`src/pkg/tes_regs.svh`:
```
// Register offsets, field positions, reset values and codes of the tape extended status bank.
`ifndef TES_REGS_SVH
`define TES_REGS_SVH

`define TES_OFF_MAIN_STATUS    8'h00
`define TES_OFF_RESIDUAL       8'h04
`define TES_OFF_XST0           8'h08
`define TES_OFF_XST1           8'h0c
`define TES_OFF_XST2           8'h10
`define TES_OFF_XST3           8'h14
`define TES_OFF_CHAR           8'h18
`define TES_OFF_IRQ_STATUS     8'h1c
`define TES_OFF_IRQ_MASK       8'h20

`define TES_X0_TAPE_MARK       15
`define TES_X0_REC_SHORT       14
`define TES_X0_LOGICAL_END     13
`define TES_X0_REC_LONG        12
`define TES_X0_WRITE_LOCK_ERR  11
`define TES_X0_ONLINE          6
`define TES_X0_WRITE_LOCKED    2
`define TES_X0_BOT             1

`define TES_MS_SPECIAL         15
`define TES_MS_TC_LSB          1

`define TES_TC_NORMAL          3'h0
`define TES_TC_ATTENTION       3'h1
`define TES_TC_STATUS_ALERT    3'h2
`define TES_TC_REJECT          3'h3
`define TES_TC_RECOVER_MOVED   3'h4
`define TES_TC_RECOVER_STILL   3'h5
`define TES_TC_UNRECOVERABLE   3'h6
`define TES_TC_FATAL           3'h7

`define TES_RESET_WORD         16'h0000
`define TES_IRQ_BITS           3

`endif

```
`src/pkg/tes_pkg.sv`:
```
// Types shared by the tape extended status bank.
package tes_pkg;

    typedef logic [2:0] tes_class_t;

    // One-cycle event report from the tape transport.
    typedef struct packed {
        logic        cmd_start;
        logic        cmd_done;
        logic        tape_mark_seen;
        logic        record_short;
        logic        record_long;
        logic        double_mark;
        logic        first_is_mark;
        logic        skip_cmd;
        logic        write_no_ring;
        logic        write_lock_trip;
        logic        attention;
        logic        offline_reject;
        logic        recover_moved;
        logic        fatal;
        logic        residual_valid;
        logic [15:0] residual;
    } tes_event_t;

    // Slowly changing transport levels and the three detailed status words.
    typedef struct packed {
        logic        online_flag;
        logic        write_locked;
        logic        beginning_of_tape;
        logic [15:0] xst1;
        logic [15:0] xst2;
        logic [15:0] xst3;
    } tes_level_t;

    typedef enum logic [1:0] {
        TES_IDLE = 2'b00,
        TES_BUSY = 2'b01,
        TES_DONE = 2'b11
    } tes_state_t;

endpackage

```
`src/tes_bank.sv`:
```
// Extended status register bank of a tape subsystem controller behind AXI4-Lite.
`timescale 1ns/10ps
`include "tes_regs.svh"
// How it works
// - Five read-only status words sit beside the main status: residual count and extended status zero to three.
// - Class four reports a recoverable error with the tape one record past the start of the function.
// - Class seven reports a fatal controller error and outranks every other class.
// - Status-only bits are reported without ending the command with a class; only class-tagged bits raise one.
// - The sixteen-bit residual count is loaded after read, space record and skip tape mark commands.
// - The tape mark seen bit is set on a tape mark in read, space, skip or write tape mark and raises class two.
// - The record short bit is set with class two on short reads or early stops of space and skip commands.
// - The logical end bit is set with class two only in skip tape marks on a double mark or a mark after leaving BEGINNING_OF_TAPE.
// - Logical end reporting happens only when software has enabled it through the characteristics register.
// - The record long bit is set with class two when a record exceeds the byte count.
// - The write lock error bit is set with class three on a write without ring and class six on a lock trip.
// - Class one marks an attention through the online flag; class three marks a rejected function.
////////////////////////////////////////////////////////////////////////////////
// Register map, one aligned 32-bit word per register, data in bits 15:0.
//   0x00 main status: bit 15 special condition, bits 3:1 termination class.
//   0x04 residual count, loaded only when the transport reports one.
//   0x08 extended status zero: latched flags in 15:11, live levels in 6, 2, 1.
//   0x0c, 0x10, 0x14 extended status one to three, shown live from the transport.
//   0x18 characteristics: bit 0 enables logical end reporting.
//   0x1c interrupt status, write one to clear.
//   0x20 interrupt mask, same layout as the status.
// Every other address answers with a slave error and reads as zero.
// Writes to the read-only words also answer with a slave error and change nothing.
//
// Transport interface.
//   The transport runs on this clock, so its event pulses are used as they come.
//   A command is framed by a start pulse and a done pulse.
//   Flags latched between them stay until the next start pulse.
//   Outside a command only attention, a residual report and a done pulse's interrupt act; an attention also passes its cycle's other events into the class.
//   Attention may come at any time, since it reports a change of the transport.
//
// Termination class.
//   Within one command the class only grows; a milder event never hides a worse one.
//   A fatal error forces class seven regardless of what came before.
//   The special condition bit mirrors a nonzero class, so software tests one bit first.
//   Status-only levels never reach the class, so they can be polled freely.
//
// Interrupts.
//   Bit 0 marks a finished command, bit 1 an attention, bit 2 a finished command with
//   a nonzero class.
//   A new event wins over a clear in the same cycle, so no event is ever lost; the
//   price is that software may have to clear twice when the two collide.
//
// Bus timing.
//   Address and data may come in either order or together.
//   The write response follows one cycle after both are present.
//   The read answer follows one cycle after the address is taken.
//   Only one write and one read are accepted at a time.
//
// Clock enable.
//   While the enable is low nothing moves, the bus answers included.
//   Reset still acts while the enable is low.
//
// Limitations.
//   The residual is meaningless after commands that do not report one; it keeps the
//   last reported value rather than clearing, so stale counts must be ignored by software.
//   Detailed bits of words one to three are passed through unchanged.
//   A double tape mark in skip counts as a short stop only with logical end enabled.
////////////////////////////////////////////////////////////////////////////////
module tes_bank
    import tes_pkg::*;
(
    input  wire logic         aclk,
    input  wire logic         aresetn,
    input  wire logic         clk_en,
    input  wire logic [7:0]   s_axi_awaddr,
    input  wire logic         s_axi_awvalid,
    output logic              s_axi_awready,
    input  wire logic [31:0]  s_axi_wdata,
    input  wire logic [3:0]   s_axi_wstrb,
    input  wire logic         s_axi_wvalid,
    output logic              s_axi_wready,
    output logic [1:0]        s_axi_bresp,
    output logic              s_axi_bvalid,
    input  wire logic         s_axi_bready,
    input  wire logic [7:0]   s_axi_araddr,
    input  wire logic         s_axi_arvalid,
    output logic              s_axi_arready,
    output logic [31:0]       s_axi_rdata,
    output logic [1:0]        s_axi_rresp,
    output logic              s_axi_rvalid,
    input  wire logic         s_axi_rready,
    input  wire tes_event_t   xport_event,
    input  wire tes_level_t   xport_level,
    output logic              irq
);

    ////////////////////////////////////////////////////////////////////////////
    // State.
    tes_state_t   state_reg;
    tes_state_t   state_next;
    logic [15:0]  residual_reg;
    logic [15:0]  xst0_reg;
    logic [15:0]  xst0_next;
    logic         special_reg;
    tes_class_t   class_reg;
    tes_class_t   class_next;
    logic         let_enable_reg;
    logic [2:0]   irq_stat_reg;
    logic [2:0]   irq_mask_reg;
    logic         aw_held_reg;
    logic         w_held_reg;
    logic [7:0]   awaddr_reg;
    logic [31:0]  wdata_reg;
    logic [3:0]   wstrb_reg;

    // Class priority: a more severe class replaces a milder one, never the reverse.
    function automatic tes_class_t tes_worse(input tes_class_t a, input tes_class_t b);
        tes_worse = (b > a) ? b : a;
    endfunction

    ////////////////////////////////////////////////////////////////////////////
    // Event decode.
    wire tes_event_t ev = xport_event;
    wire let_hit      = ev.skip_cmd & let_enable_reg & (ev.double_mark | ev.first_is_mark);
    wire short_hit    = ev.record_short | (ev.skip_cmd & ev.double_mark & let_enable_reg);
    wire wle_hit      = ev.write_no_ring | ev.write_lock_trip;
    wire cmd_active   = (state_reg == TES_BUSY) | ev.cmd_start;

    // Class contributed by this cycle's events; status-only inputs add nothing.
    tes_class_t ev_class;
    always_comb begin
        ev_class = `TES_TC_NORMAL;
        if (ev.attention) begin
            ev_class = tes_worse(ev_class, `TES_TC_ATTENTION);
        end
        if (ev.tape_mark_seen | short_hit | ev.record_long | let_hit) begin
            ev_class = tes_worse(ev_class, `TES_TC_STATUS_ALERT);
        end
        if (ev.offline_reject | ev.write_no_ring) begin
            ev_class = tes_worse(ev_class, `TES_TC_REJECT);
        end
        if (ev.recover_moved) begin
            ev_class = tes_worse(ev_class, `TES_TC_RECOVER_MOVED);
        end
        if (ev.write_lock_trip) begin
            ev_class = tes_worse(ev_class, `TES_TC_UNRECOVERABLE);
        end
        if (ev.fatal) begin
            ev_class = `TES_TC_FATAL;
        end
    end

    // Sticky extended status zero; a new command clears its latched flags.
    always_comb begin
        xst0_next = ev.cmd_start ? `TES_RESET_WORD : xst0_reg;
        if (cmd_active) begin
            xst0_next[`TES_X0_TAPE_MARK]      = xst0_next[`TES_X0_TAPE_MARK] | ev.tape_mark_seen;
            xst0_next[`TES_X0_REC_SHORT]      = xst0_next[`TES_X0_REC_SHORT] | short_hit;
            xst0_next[`TES_X0_LOGICAL_END]    = xst0_next[`TES_X0_LOGICAL_END] | let_hit;
            xst0_next[`TES_X0_REC_LONG]       = xst0_next[`TES_X0_REC_LONG] | ev.record_long;
            xst0_next[`TES_X0_WRITE_LOCK_ERR] = xst0_next[`TES_X0_WRITE_LOCK_ERR] | wle_hit;
        end
        class_next = ev.cmd_start ? `TES_TC_NORMAL : class_reg;
        if (cmd_active | ev.attention) begin
            class_next = tes_worse(class_next, ev_class);
        end
    end

    // Command tracking, Gray along idle, busy, done.
    always_comb begin
        case (state_reg)
            TES_IDLE: state_next = ev.cmd_start ? TES_BUSY : TES_IDLE;
            TES_BUSY: state_next = ev.cmd_done ? TES_DONE : TES_BUSY;
            TES_DONE: state_next = ev.cmd_start ? TES_BUSY : TES_IDLE;
            default:  state_next = TES_IDLE;
        endcase
    end

    // status only
    // Status-only levels are shown live and never touch the class field.
    wire [15:0] xst0_view = xst0_reg
                          | (16'h0001 << `TES_X0_ONLINE) & {16{xport_level.online_flag}}
                          | (16'h0001 << `TES_X0_WRITE_LOCKED) & {16{xport_level.write_locked}}
                          | (16'h0001 << `TES_X0_BOT) & {16{xport_level.beginning_of_tape}};
    wire [15:0] main_view = {special_reg, 11'h000, class_reg, 1'b0};

    ////////////////////////////////////////////////////////////////////////////
    // Interrupt sources: command done, attention, nonzero class.
    wire [2:0] irq_src = {ev.cmd_done & (class_next != `TES_TC_NORMAL), ev.attention, ev.cmd_done};
    assign irq = |(irq_stat_reg & irq_mask_reg);

    ////////////////////////////////////////////////////////////////////////////
    // AXI4-Lite write path; address and data may arrive in either order.
    assign s_axi_awready = ~aw_held_reg & ~s_axi_bvalid;
    assign s_axi_wready  = ~w_held_reg & ~s_axi_bvalid;
    wire        aw_now   = aw_held_reg | s_axi_awvalid;
    wire        w_now    = w_held_reg | s_axi_wvalid;
    wire [7:0]  wr_addr  = aw_held_reg ? awaddr_reg : s_axi_awaddr;
    wire [31:0] wr_data  = w_held_reg ? wdata_reg : s_axi_wdata;
    wire        wr_lane0 = w_held_reg ? wstrb_reg[0] : s_axi_wstrb[0];
    wire        wr_fire  = aw_now & w_now & ~s_axi_bvalid;
    wire        wr_char  = wr_fire & wr_lane0 & (wr_addr == `TES_OFF_CHAR);
    wire        wr_stat  = wr_fire & wr_lane0 & (wr_addr == `TES_OFF_IRQ_STATUS);
    wire        wr_mask  = wr_fire & wr_lane0 & (wr_addr == `TES_OFF_IRQ_MASK);
    wire        wr_known = wr_char | wr_stat | wr_mask;

    // read no effect
    // Read decode is pure selection; nothing in the bank reacts to a read.
    wire        rd_known = (s_axi_araddr <= `TES_OFF_IRQ_MASK) & (s_axi_araddr[1:0] == 2'b00);
    logic [15:0] rd_word;
    always_comb begin
        case (s_axi_araddr)
            `TES_OFF_MAIN_STATUS: rd_word = main_view;
            `TES_OFF_RESIDUAL:    rd_word = residual_reg;
            `TES_OFF_XST0:        rd_word = xst0_view;
            `TES_OFF_XST1:        rd_word = xport_level.xst1;
            `TES_OFF_XST2:        rd_word = xport_level.xst2;
            `TES_OFF_XST3:        rd_word = xport_level.xst3;
            `TES_OFF_CHAR:        rd_word = {15'h0000, let_enable_reg};
            `TES_OFF_IRQ_STATUS:  rd_word = {13'h0000, irq_stat_reg};
            `TES_OFF_IRQ_MASK:    rd_word = {13'h0000, irq_mask_reg};
            default:              rd_word = 16'h0000;
        endcase
    end
    assign s_axi_arready = ~s_axi_rvalid;

    ////////////////////////////////////////////////////////////////////////////
    // Status and command state.
    always_ff @(posedge aclk) begin
        if (!aresetn) begin
            state_reg   <= TES_IDLE;
            xst0_reg    <= `TES_RESET_WORD;
            class_reg   <= `TES_TC_NORMAL;
            special_reg <= 1'b0;
        end else if (clk_en) begin
            state_reg   <= state_next;
            xst0_reg    <= xst0_next;
            class_reg   <= class_next;
            special_reg <= (class_next != `TES_TC_NORMAL);
        end
    end

    // residual load
    // Only commands that report a residual load it; others leave it stale.
    always_ff @(posedge aclk) begin
        if (!aresetn) begin
            residual_reg <= `TES_RESET_WORD;
        end else if (clk_en && ev.residual_valid) begin
            residual_reg <= ev.residual;
        end
    end

    // Software registers; a new event wins over a write-one clear in the same cycle.
    always_ff @(posedge aclk) begin
        if (!aresetn) begin
            let_enable_reg <= 1'b0;
            irq_stat_reg   <= 3'h0;
            irq_mask_reg   <= 3'h0;
        end else if (clk_en) begin
            if (wr_char) begin
                let_enable_reg <= wr_data[0];
            end
            if (wr_mask) begin
                irq_mask_reg <= wr_data[2:0];
            end
            irq_stat_reg <= (irq_stat_reg & ~({3{wr_stat}} & wr_data[2:0])) | irq_src;
        end
    end

    // Bus handshake state.
    // A channel that arrives alone is parked in a holding register until its partner comes;
    // this costs a few flip-flops but lets the host present address and data independently.
    // The answers stand until the host takes them, so a slow host never loses a response.
    always_ff @(posedge aclk) begin
        if (!aresetn) begin
            aw_held_reg  <= 1'b0;
            w_held_reg   <= 1'b0;
            awaddr_reg   <= 8'h00;
            wdata_reg    <= 32'h0000_0000;
            wstrb_reg    <= 4'h0;
            s_axi_bvalid <= 1'b0;
            s_axi_bresp  <= 2'b00;
            s_axi_rvalid <= 1'b0;
            s_axi_rresp  <= 2'b00;
            s_axi_rdata  <= 32'h0000_0000;
        end else if (clk_en) begin
            if (s_axi_awvalid && s_axi_awready && !wr_fire) begin
                aw_held_reg <= 1'b1;
                awaddr_reg  <= s_axi_awaddr;
            end
            if (s_axi_wvalid && s_axi_wready && !wr_fire) begin
                w_held_reg <= 1'b1;
                wdata_reg  <= s_axi_wdata;
                wstrb_reg  <= s_axi_wstrb;
            end
            if (wr_fire) begin
                aw_held_reg  <= 1'b0;
                w_held_reg   <= 1'b0;
                s_axi_bvalid <= 1'b1;
                s_axi_bresp  <= wr_known ? 2'b00 : 2'b10;
            end else if (s_axi_bready) begin
                s_axi_bvalid <= 1'b0;
            end
            if (s_axi_arvalid && s_axi_arready) begin
                s_axi_rvalid <= 1'b1;
                s_axi_rdata  <= {16'h0000, rd_word};
                s_axi_rresp  <= rd_known ? 2'b00 : 2'b10;
            end else if (s_axi_rready) begin
                s_axi_rvalid <= 1'b0;
            end
        end
    end

endmodule

```
`config.mk`:
```
export PLATFORM = sky130hd
export DESIGN_NAME = tes_bank
export DESIGN_NICKNAME = d
export VERILOG_FILES = /design/src/pkg/tes_pkg.sv /design/src/tes_bank.sv
export VERILOG_INCLUDE_DIRS = /design/src /design/src/pkg
export SDC_FILE = /design/constraint.sdc
export NUM_CORES = 1
export LEC_CHECK = 0
export ABC_AREA = 0
export BUFFER_PORTS_ARGS = -buffer_cell sky130_fd_sc_hd__buf_2
export CAP_MARGIN = 5
export CORE_MARGIN = 4
export CORE_UTILIZATION = 50
export DETAILED_ROUTE_END_ITERATION = 7
export PLACE_DENSITY = 0.86
export SETUP_SLACK_MARGIN = 0.4
export SYNTH_ARGS = -nofsm -noshare
export SYNTH_HDL_FRONTEND = slang
export SYNTH_SLANG_ARGS = --single-unit
export TNS_END_PERCENT = 30
```
`constraint.sdc`:
```
create_clock -name aclk -period 7.2 [get_ports aclk]
set_clock_uncertainty 0.1 [all_clocks]
set_input_delay 2.16 -clock aclk [delete_from_list [all_inputs] [get_ports aclk]]
set_output_delay 2.16 -clock aclk [all_outputs]
set_load 0.01 [all_outputs]
```
==> results of run 1 <==
[path summary, 6_finish.rpt]
| kind | from | to | slack (ns) | cells past startpoint |
|---|---|---|---|---|
| max | xport_event[28] | special_reg$_SDFFE_PN0P_ | 2.73 | 10 |
| min reg2reg | residual_reg[4]$_SDFFE_PN0P_ | residual_reg[4]$_SDFFE_PN0P_ | 0.36 | 2 |
| min | residual_reg[4]$_SDFFE_PN0P_ | residual_reg[4]$_SDFFE_PN0P_ | 0.36 | 2 |
| max reg2reg | let_enable_reg$_SDFFE_PN0P_ | special_reg$_SDFFE_PN0P_ | 4.35 | 9 |
[cell type report]
class                   instances  area [um^2]
fillers                       660         2760
multi-input cells             361         2200
flip-flops and latches         68         1360
repair buffers                134          673
clock buffers                  11          131
well taps                      99          124
clock inverters                 4         51.3
inverters                       8         30.0
[power breakdown]
group	internal, mW	leakage [nW]	switching, mW
logic	0.0628	1.43	0.0837
clock network	0.158	0.0894	0.142
registers	0.395	0.556	0.0143
[layer usage]
layer	part of all wire (%)	global-route usage, %	vias up
met2	50	43.4	198
met3	9.0	6.24	24
met1	39	30.3	1821
met4	2.1	8.77	0
met5	0	0	-
li1	-	-	1882
[Yosys cell counts, types with 4 or more instances]
cell type and number:
dfxtp_1 68, nand2_1 57, nor2_1 48, mux2i_1 41, a21oi_1 40, o21ai_0 26, nand3_1 21, buf_4 19
clkbuf_1 18, and3_1 9, buf_2 8, nor3_1 8, inv_1 7, nand2b_1 6, ha_1 5, nand3b_1 5
a2111oi_0 4, a211oi_1 4, a221oi_1 4, a22oi_1 4, a31oi_1 4, mux2_2 4
[through the flow]
step | setup slack (ns) | cells | power (mW)
2_1_floorplan | 2.99 | 484 | 0.508
3_3_place_gp | 2.56 | 670 | 0.557
3_5_place_dp | 2.50 | 670 | 0.562
4_1_cts | 2.86 | 685 | 0.862
5_1_grt | 2.61 | 685 | 0.901
6_report | 2.73 | 685 | 0.856
[worst max-delay path, delay by kind of cell]
| family | cells | cell delay [ns] |
|---|---|---|
| and+or+nand+nor | 6 | 1.65 |
| AOI/OAI and AO/OA | 2 | 0.39 |
| adders and majority gates | 1 | 0.29 |
| buffers and inverters | 1 | 0.11 |
[kinds of logic after synthesis]
kind of cell / after synthesis / share of synthesized area (%)
AO/OA/AOI/OAI: 110 / 18.2
adder cells (fa/ha/maj): 5 / 1.64
buffers and inverters: 55 / 7.96
flip-flops: 68 / 35.8
multiplexers: 45 / 12.0
other: 1 / 0.0986
AND/OR/NAND/NOR: 183 / 24.4
==> impl_metrics.env, run 1 <==
export IMPL_status="finished, final reports clean"
export IMPL_dieHeight_um=95.2
export IMPL_grt_pass1_wl_um=17800
export IMPL_cp_slowest_stage_delay_ns=0.58
export IMPL_drive_gt1_share_pct=27.5
export IMPL_yosys_most_used_dff="dfxtp_1"
export IMPL_utilization_pct=62.4
export IMPL_grt_max_degree=34
export IMPL_post_cts_repair_setup_buffers=0
export IMPL_peakVddDrop_mv=0.124
export IMPL_cp_cell_sequence="buf_2 > nor4_1 > nand4_1 > and3b_1 > ha_1 > nand3_1 > o21ai_0 > nor3_1 > nand4_1 > a41o_1"
export IMPL_clock_sinks=68
export IMPL_critPathKind="input pin to flip-flop"
export IMPL_worstMarginPinSlew_ns=0.800
export IMPL_num_vias=3925
export IMPL_critPathRequiredTime_ns=7.33
export IMPL_drtIter0Drc=236
export IMPL_hold_slack_ns=0.357
export IMPL_antenna_left=0
export IMPL_viasPerCell=5.73
export IMPL_synth_edf_count=0
export IMPL_final_cell_mix="133 x buf_2, 68 x dfxtp_1, 57 x nand2_1"
export IMPL_cts_resized=0
export IMPL_ys_seq_elements=68
export IMPL_path_clk_slew_ns=0.08
export IMPL_routedWlPerCell_um=16.8
export IMPL_hold_class="flip-flop to flip-flop"
export IMPL_ys_async_sr_fraction_pct=0
export IMPL_setup_viol=0
export IMPL_numCtsBuffers=9
export IMPL_start_util_pct=51.9
export IMPL_drt_pass1_iterations=5
export IMPL_clk_latency_ns=0.33
export IMPL_antenna_cells=0
export IMPL_fin_crit_sh_pct=62.0
export IMPL_die_x_um=95.2
export IMPL_cts_root_buf="clkbuf_8"
export IMPL_cp_common_cell="nand4_1"
export IMPL_crit_fanout=8
export IMPL_netlist_area_mm2=0.00380
export IMPL_cts_tree="yes"
export IMPL_startpoint_type="input pin"
export IMPL_ys_types=62
export IMPL_cts_path_max_buffers=2
export IMPL_max_freq_ghz=0.224
export IMPL_routed_wl_um=11500
export IMPL_synth_warnings=0
export IMPL_rsz0062_at_grt="no"
export IMPL_synth_area_top_cells="dfxtp_1 36%, mux2i_1 11%, nand2_1 5.6%"
export IMPL_grt_overflow_total=0
export IMPL_grt_pass1_vias=3646
export IMPL_htreeDepth=3
export IMPL_io_pins=184
export IMPL_grt_usage_pct=25.2
export IMPL_rows=31
export IMPL_placed_area_mm2=0.00439
export IMPL_powerDensity_mw_per_mm2=187
export IMPL_hold_viol=0
export IMPL_synth_top_area_cell="dfxtp_1"
export IMPL_synth_top_area_share_pct=35.8
export IMPL_slew_violations=0
export IMPL_syn_to_final_growth_pct=20.3
export IMPL_final_common_cell="buf_2"
export IMPL_io_buffers=133
export IMPL_hpwl_um=8820
export IMPL_leakagePower_nw=2.07
export IMPL_die_area_mm2=0.00907
export IMPL_period_minus_slack_ns=4.47
export IMPL_netlist_instances=467
export IMPL_crit_slowest_cell="nor3_1"
export IMPL_antenna_found_initial=0
export IMPL_crit_arrival_ns=4.59
export IMPL_syn_avg_cell_area_um2=8.15
export IMPL_fin_tns_setup_ns=0
export IMPL_design_area_mm2=0.00458
export IMPL_relSlewSlack_pct=46.7
export IMPL_ctsHoldBuffers=0
export IMPL_cap_violations=0
export IMPL_fin_nets=729
export IMPL_ys_seq_area_share_pct=35.8
export IMPL_gp_congestion=0.910
export IMPL_drc=0
export IMPL_cp_end_kind="flip-flop"
export IMPL_core_area_mm2=0.00733
Power figures use the tool's default switching activity.
==> run 2: changes to the inputs <==
--- a/config.mk
+++ b/config.mk
@@ -10,9 +10,9 @@
 export BUFFER_PORTS_ARGS = -buffer_cell sky130_fd_sc_hd__buf_2
 export CAP_MARGIN = 5
 export CORE_MARGIN = 4
-export CORE_UTILIZATION = 50
+export CORE_UTILIZATION = 42
 export DETAILED_ROUTE_END_ITERATION = 7
-export PLACE_DENSITY = 0.86
+export PLACE_DENSITY = 0.77
 export SETUP_SLACK_MARGIN = 0.4
 export SYNTH_ARGS = -nofsm -noshare
 export SYNTH_HDL_FRONTEND = slang
==> constraint.sdc (replaced) <==
create_clock -name aclk -period 3.71 [get_ports aclk]
set_clock_uncertainty 0.1 [all_clocks]
set_input_delay 1.113 -clock aclk [delete_from_list [all_inputs] [get_ports aclk]]
set_output_delay 1.113 -clock aclk [all_outputs]
set_load 0.01 [all_outputs]
==> run 2 against run 1 <==
Against the previous run:
- cell count up 2.2%
- die area up 17%
- flip-flop and latch count unchanged
- non-clock buffer count up 5
- clock-buffer cell count down 1
- global-route usage down 3.9 points
- first-iteration DRC count down 14%
- setup slack worse by 2.1 ns
- sequential power up 94%
- critical endpoint unchanged
==> impl_metrics.env, run 2 (synthesized netlist as in run 1, its figures left out) <==
export IMPL_status="finished, final reports clean"
export IMPL_viasPerCell=5.60
export IMPL_leakagePower_nw=2.11
export IMPL_power_switching_mw=0.494
export IMPL_numCtsBuffers=9
export IMPL_setup_viol=0
export IMPL_rows=34
export IMPL_hp_start="xst0_reg[11]$_SDFFE_PN0P_"
export IMPL_grt_usage_pct=21.2
export IMPL_p_int_mw=1.27
export IMPL_startpoint_type="input pin"
export IMPL_min_path_cells=2
export IMPL_hold_end="xst0_reg[11]$_SDFFE_PN0P_"
export IMPL_share_comb_of_total_power_pct=16.5
export IMPL_routedWlPerCell_um=16.5
export IMPL_cts_root_buf="clkbuf_8"
export IMPL_die_x_um=103
export IMPL_htreeDepth=3
export IMPL_post_cts_repair_setup_buffers=0
export IMPL_cp_end_kind="flip-flop"
export IMPL_drc=0
export IMPL_grt_pass1_wl_um=17500
export IMPL_period_minus_slack_ns=3.05
export IMPL_grt_max_degree=22
export IMPL_fin_crit_sh_pct=82.3
export IMPL_pwr_share_clk_pct=38.6
export IMPL_crit_arrival_ns=3.20
export IMPL_final_common_cell="buf_2"
export IMPL_drtIter0Drc=204
export IMPL_setup_slack_ns=0.656
export IMPL_antenna_cells=0
export IMPL_num_vias=3922
export IMPL_antenna_left=0
export IMPL_core_area_mm2=0.00876
export IMPL_dieHeight_um=103
export IMPL_fin_nets=734
export IMPL_rr_worst_depth=9
export IMPL_r2r_slack_ns=1.22
export IMPL_cap_violations=0
export IMPL_switching_share_pct=28.0
export IMPL_gp_congestion=0.910
export IMPL_r2r_start="let_enable_reg$_SDFFE_PN0P_"
export IMPL_routed_wl_um=11500
export IMPL_worstMarginPinSlew_ns=0.771
export IMPL_crit_fanout=7
export IMPL_die_area_mm2=0.0106
export IMPL_final_cell_mix="133 x buf_2, 68 x dfxtp_1, 57 x nand2_1"
export IMPL_cts_tree="yes"
export IMPL_grt_overflow_total=0
export IMPL_ctsHoldBuffers=0
export IMPL_clock_sinks=68
export IMPL_critPathRequiredTime_ns=3.86
export IMPL_relSlewSlack_pct=48.3
export IMPL_cts_resized=0
export IMPL_drive_gt1_share_pct=28.4
export IMPL_max_freq_ghz=0.327
export IMPL_r2r_end="special_reg$_SDFFE_PN0P_"
export IMPL_fin_tns_setup_ns=0
export IMPL_cts_path_max_buffers=2
export IMPL_clk_latency_ns=0.35
export IMPL_io_buffers=133
export IMPL_hold_viol=0
export IMPL_slew_violations=0
export IMPL_start_util_pct=43.4
export IMPL_io_pins=184
export IMPL_seqPwrFrac_pct=44.9
export IMPL_critPathKind="input pin to flip-flop"
export IMPL_powerDensity_mw_per_mm2=379
export IMPL_rsz0062_at_grt="no"
export IMPL_syn_to_final_growth_pct=22.4
export IMPL_drt_pass1_iterations=6
export IMPL_grt_pass1_vias=3666
export IMPL_peakVddDrop_mv=0.149
export IMPL_antenna_found_initial=1
export IMPL_dpl_worst_slack_ns=0.335
export IMPL_hpwl_um=8950
export IMPL_path_clk_slew_ns=0.08
export IMPL_hold_class="flip-flop to flip-flop"
run 2: routing by layer:
layer  wire [um]  GRT usage, %
met5           7             0
met1        4510          25.6
met4         221          6.67
met3        1100          5.37
met2        5670          37.1
run 2: area by class of cell:
cell class,instances,area (um^2)
Fill cell,859,4110
Multi-Input combinational cell,361,2200
Tap cell,108,135
Sequential cell,68,1360
Clock inverter,6,88.8
Clock buffer,10,128
Timing Repair Buffer,139,711
Inverter,8,30.0
run 2: per-stage QoR:
stage | utilization [%] | std cells | instance area [um^2] | power [mW] | hold slack, ns
finish | 53.2 | 700 | 4660 | 1.77 | 0.358
global route | 53.2 | 700 | 4660 | 1.85 | 0.377
CTS | 53.2 | 700 | 4660 | 1.78 | 0.359
detailed placement | 50.7 | 684 | 4440 | 1.10 | 0.348
global placement | 50.7 | 684 | 4440 | 1.09 | 0.341
floorplan | - | 484 | 3870 | 0.985 | 0.331
run 2: power by group through the flow:
stage          sequential (mW)  combinational [mW]  clock [mW]
2_1_floorplan            0.805               0.180           0
3_3_place_gp             0.808               0.281           0
3_5_place_dp             0.809               0.289           0
4_1_cts                  0.792               0.291       0.695
5_1_grt                  0.797               0.323       0.729
6_report                 0.793               0.292       0.681
run 2: worst max path at each step:
stage               startpoint                   endpoint  slack, ns  cells after the start
2_1_floorplan  xport_event[28]   special_reg$_SDFFE_PN0P_       0.55                      9
3_3_place_gp   xport_event[28]  class_reg[1]$_SDFFE_PN0P_       0.42                     11
3_5_place_dp   xport_event[28]   special_reg$_SDFFE_PN0P_       0.33                     10
4_1_cts        xport_event[28]   special_reg$_SDFFE_PN0P_       0.71                     10
5_1_grt        xport_event[28]  class_reg[1]$_SDFFE_PN0P_       0.53                     11
6_report       xport_event[28]   special_reg$_SDFFE_PN0P_       0.66                     10
run 2: worst max-delay path, stage by stage:
cell,delay (ns)
buf_2,0.11
nor4_1,0.36
and3_1,0.23
o21ai_0,0.11
ha_1,0.33
a211oi_1,0.28
nor3_1,0.11
buf_4,0.17
o21bai_1,0.17
a41o_1,0.23
==> run 3: changes to the inputs <==
==> constraint.sdc (replaced) <==
create_clock -name aclk -period 2.6 [get_ports aclk]
set_clock_uncertainty 0.1 [all_clocks]
set_input_delay 0.78 -clock aclk [delete_from_list [all_inputs] [get_ports aclk]]
set_output_delay 0.78 -clock aclk [all_outputs]
set_load 0.01 [all_outputs]
==> run 3 against run 2 <==
Against the previous run:
- flip-flop and latch count unchanged
- worst hold slack improved by 0.0023 ns
- first-iteration DRC count increased by 71%
- routed wire length increased by 5.9%
- die area unchanged
- via count up 4.1%
- sequential share of layout area down 1.8 points
- cell area increased by 6.7%
- core utilization is 3.6 points higher
- largest cell class unchanged
- combinational power increased by 61%
- non-clock buffer count grew 27
- clock power increased by 46%
==> impl_metrics.env, run 3 (synthesized netlist as in run 1, its figures left out) <==
export IMPL_crit_arrival_ns=2.69
export IMPL_io_buffers=133
export IMPL_drive_gt1_share_pct=33.4
export IMPL_die_x_um=103
export IMPL_cp_common_cell="nand4_1"
export IMPL_rsz0062_at_grt="yes"
export IMPL_relSlewSlack_pct=61.4
export IMPL_max_freq_ghz=0.392
export IMPL_rows=34
export IMPL_placed_area_mm2=0.00459
export IMPL_setup_viol=0
export IMPL_cts_root_buf="clkbuf_8"
export IMPL_critPathRequiredTime_ns=2.73
export IMPL_met1_length_um=4880
export IMPL_die_area_mm2=0.0106
export IMPL_multi_input_area_mm2=0.00228
export IMPL_cap_violations=0
export IMPL_htreeDepth=3
export IMPL_leakagePower_nw=2.26
export IMPL_critPathKind="input pin to flip-flop"
export IMPL_final_cell_mix="130 x buf_2, 68 x dfxtp_1, 57 x nand2_1"
export IMPL_crit_slowest_cell="o211ai_1"
export IMPL_clock_sinks=68
export IMPL_status="finished, final reports clean"
export IMPL_crit_buf_inv=2
export IMPL_routed_wl_met2_um=6100
export IMPL_dp_cells=701
export IMPL_syn_to_final_growth_pct=30.6
export IMPL_grt_overflow_total=0
export IMPL_fin_crit_sh_pct=98.2
export IMPL_num_vias=4083
export IMPL_grt_pass1_wl_um=18300
export IMPL_grt_pass1_vias=3880
export IMPL_cp_cell_sequence="buf_6 > o211ai_1 > nand4_1 > and3b_2 > ha_4 > nand3_2 > o21ai_2 > nor3_2 > buf_4 > nand4_1 > a41o_1"
export IMPL_core_area_mm2=0.00876
export IMPL_gp_congestion=0.877
export IMPL_period_minus_slack_ns=2.55
export IMPL_drtIter0Drc=349
export IMPL_cp_slowest_stage_delay_ns=0.29
export IMPL_regArea_mm2=0.00136
export IMPL_worstMarginPinSlew_ns=0.577
export IMPL_numCtsBuffers=9
export IMPL_hold_class="flip-flop to flip-flop"
export IMPL_crit_fanout=3
export IMPL_hold_viol=0
export IMPL_fin_nets=761
export IMPL_cts_path_max_buffers=2
export IMPL_peakVddDrop_mv=0.285
export IMPL_antenna_found_initial=0
export IMPL_clk_latency_ns=0.35
export IMPL_powerDensity_mw_per_mm2=522
export IMPL_routed_wl_um=12200
export IMPL_start_util_pct=43.4
export IMPL_antenna_left=0
export IMPL_viasPerCell=5.62
export IMPL_design_area_mm2=0.00497
export IMPL_io_pins=184
export IMPL_antenna_cells=0
export IMPL_slew_violations=0
export IMPL_fillers=803
export IMPL_path_clk_slew_ns=0.09
export IMPL_grt_max_degree=33
export IMPL_cts_tree="yes"
export IMPL_drt_pass1_iterations=5
export IMPL_wl_met3_um=1030
export IMPL_startpoint_type="input pin"
export IMPL_cpLargestDelayFamily="simple AND/OR/NAND/NOR gates"
export IMPL_cp_end_kind="flip-flop"
export IMPL_fin_cells=727
export IMPL_drc=0
export IMPL_routed_top_layer="met4"
export IMPL_grt_usage_pct=22.0
export IMPL_hpwl_um=9330
export IMPL_routedWlPerCell_um=16.8
export IMPL_hold_slack_ns=0.360
export IMPL_dieHeight_um=103
export IMPL_final_common_cell="buf_2"
## run 3: cell types whose count changed in the layout (fill, tap and decap cells not counted), sizes merged
cell and delta:
clkbuf -1, clkinvlp -1, buf +27, clkinv +1
inv +1
## run 3: final cells by class
cell class	instances	share of cell area (%)
sequential	68	27.4
inverter	8	0.604
clock buffer	9	2.49
clock inverter	7	1.99
timing repair buffer	166	18.8
tap	108	2.72
multi-input combinational	361	46.0
## run 3: path summary, 6_finish.rpt
path                                      from                      endpoint  slack [ns]  cells past startpoint
setup / recovery               xport_event[25]      special_reg$_SDFFE_PN0P_        0.05                     11
hold / removal    residual_reg[5]$_SDFFE_PN0P_  residual_reg[5]$_SDFFE_PN0P_        0.36                      2
setup reg to reg   let_enable_reg$_SDFFE_PN0P_  irq_stat_reg[2]$_SDFFE_PN0P_        0.21                      9
hold reg to reg   residual_reg[5]$_SDFFE_PN0P_  residual_reg[5]$_SDFFE_PN0P_        0.36                      2
## run 3: per-layer routing
metal	GRT usage, %	up-vias
met1	27.8	1931
met5	0	-
li1	-	1938
met3	4.36	20
met2	37.4	194
met4	7.87	0
## run 3: report_power, final
group          internal (mW)  total, mW  switching (mW)
sequential              1.09       1.13          0.0401
clock                  0.545      0.993           0.448
combinational          0.218      0.469           0.251
total                   1.86       2.60           0.739
## run 3: worst register-to-register path, stage by stage, from the launching register on
cell and delay [ns]:
dfxtp_1 0.46, o211ai_1 0.20, and3_4 0.24, o21ai_2 0.20, ha_4 0.24, a211oi_2 0.21
nor3_2 0.07, buf_4 0.16, o21bai_4 0.17, a31o_2 0.25
## run 3: repair_timing
action / 4_1_cts / 5_1_grt
resized for setup: 10 / 6
buffers inserted: 9 / 1
pin swaps: 9 / 10
hold buffers: 0 / 0
setup endpoints to repair: 5 / 6
## run 3: metrics by stage
step / TNS (ns) / total power, mW / utilization, % / worst slack (ns)
3_5_place_dp: -1.41 / 1.59 / 52.4 / -0.342
3_3_place_gp: -1.08 / 1.57 / 52.4 / -0.278
2_1_floorplan: -0.151 / 1.41 / - / -0.0685
5_1_grt: -0.000747 / 2.71 / 56.7 / -0.000747
4_1_cts: 0 / 2.59 / 56.2 / 0.103
6_report: 0 / 2.60 / 56.7 / 0.0476
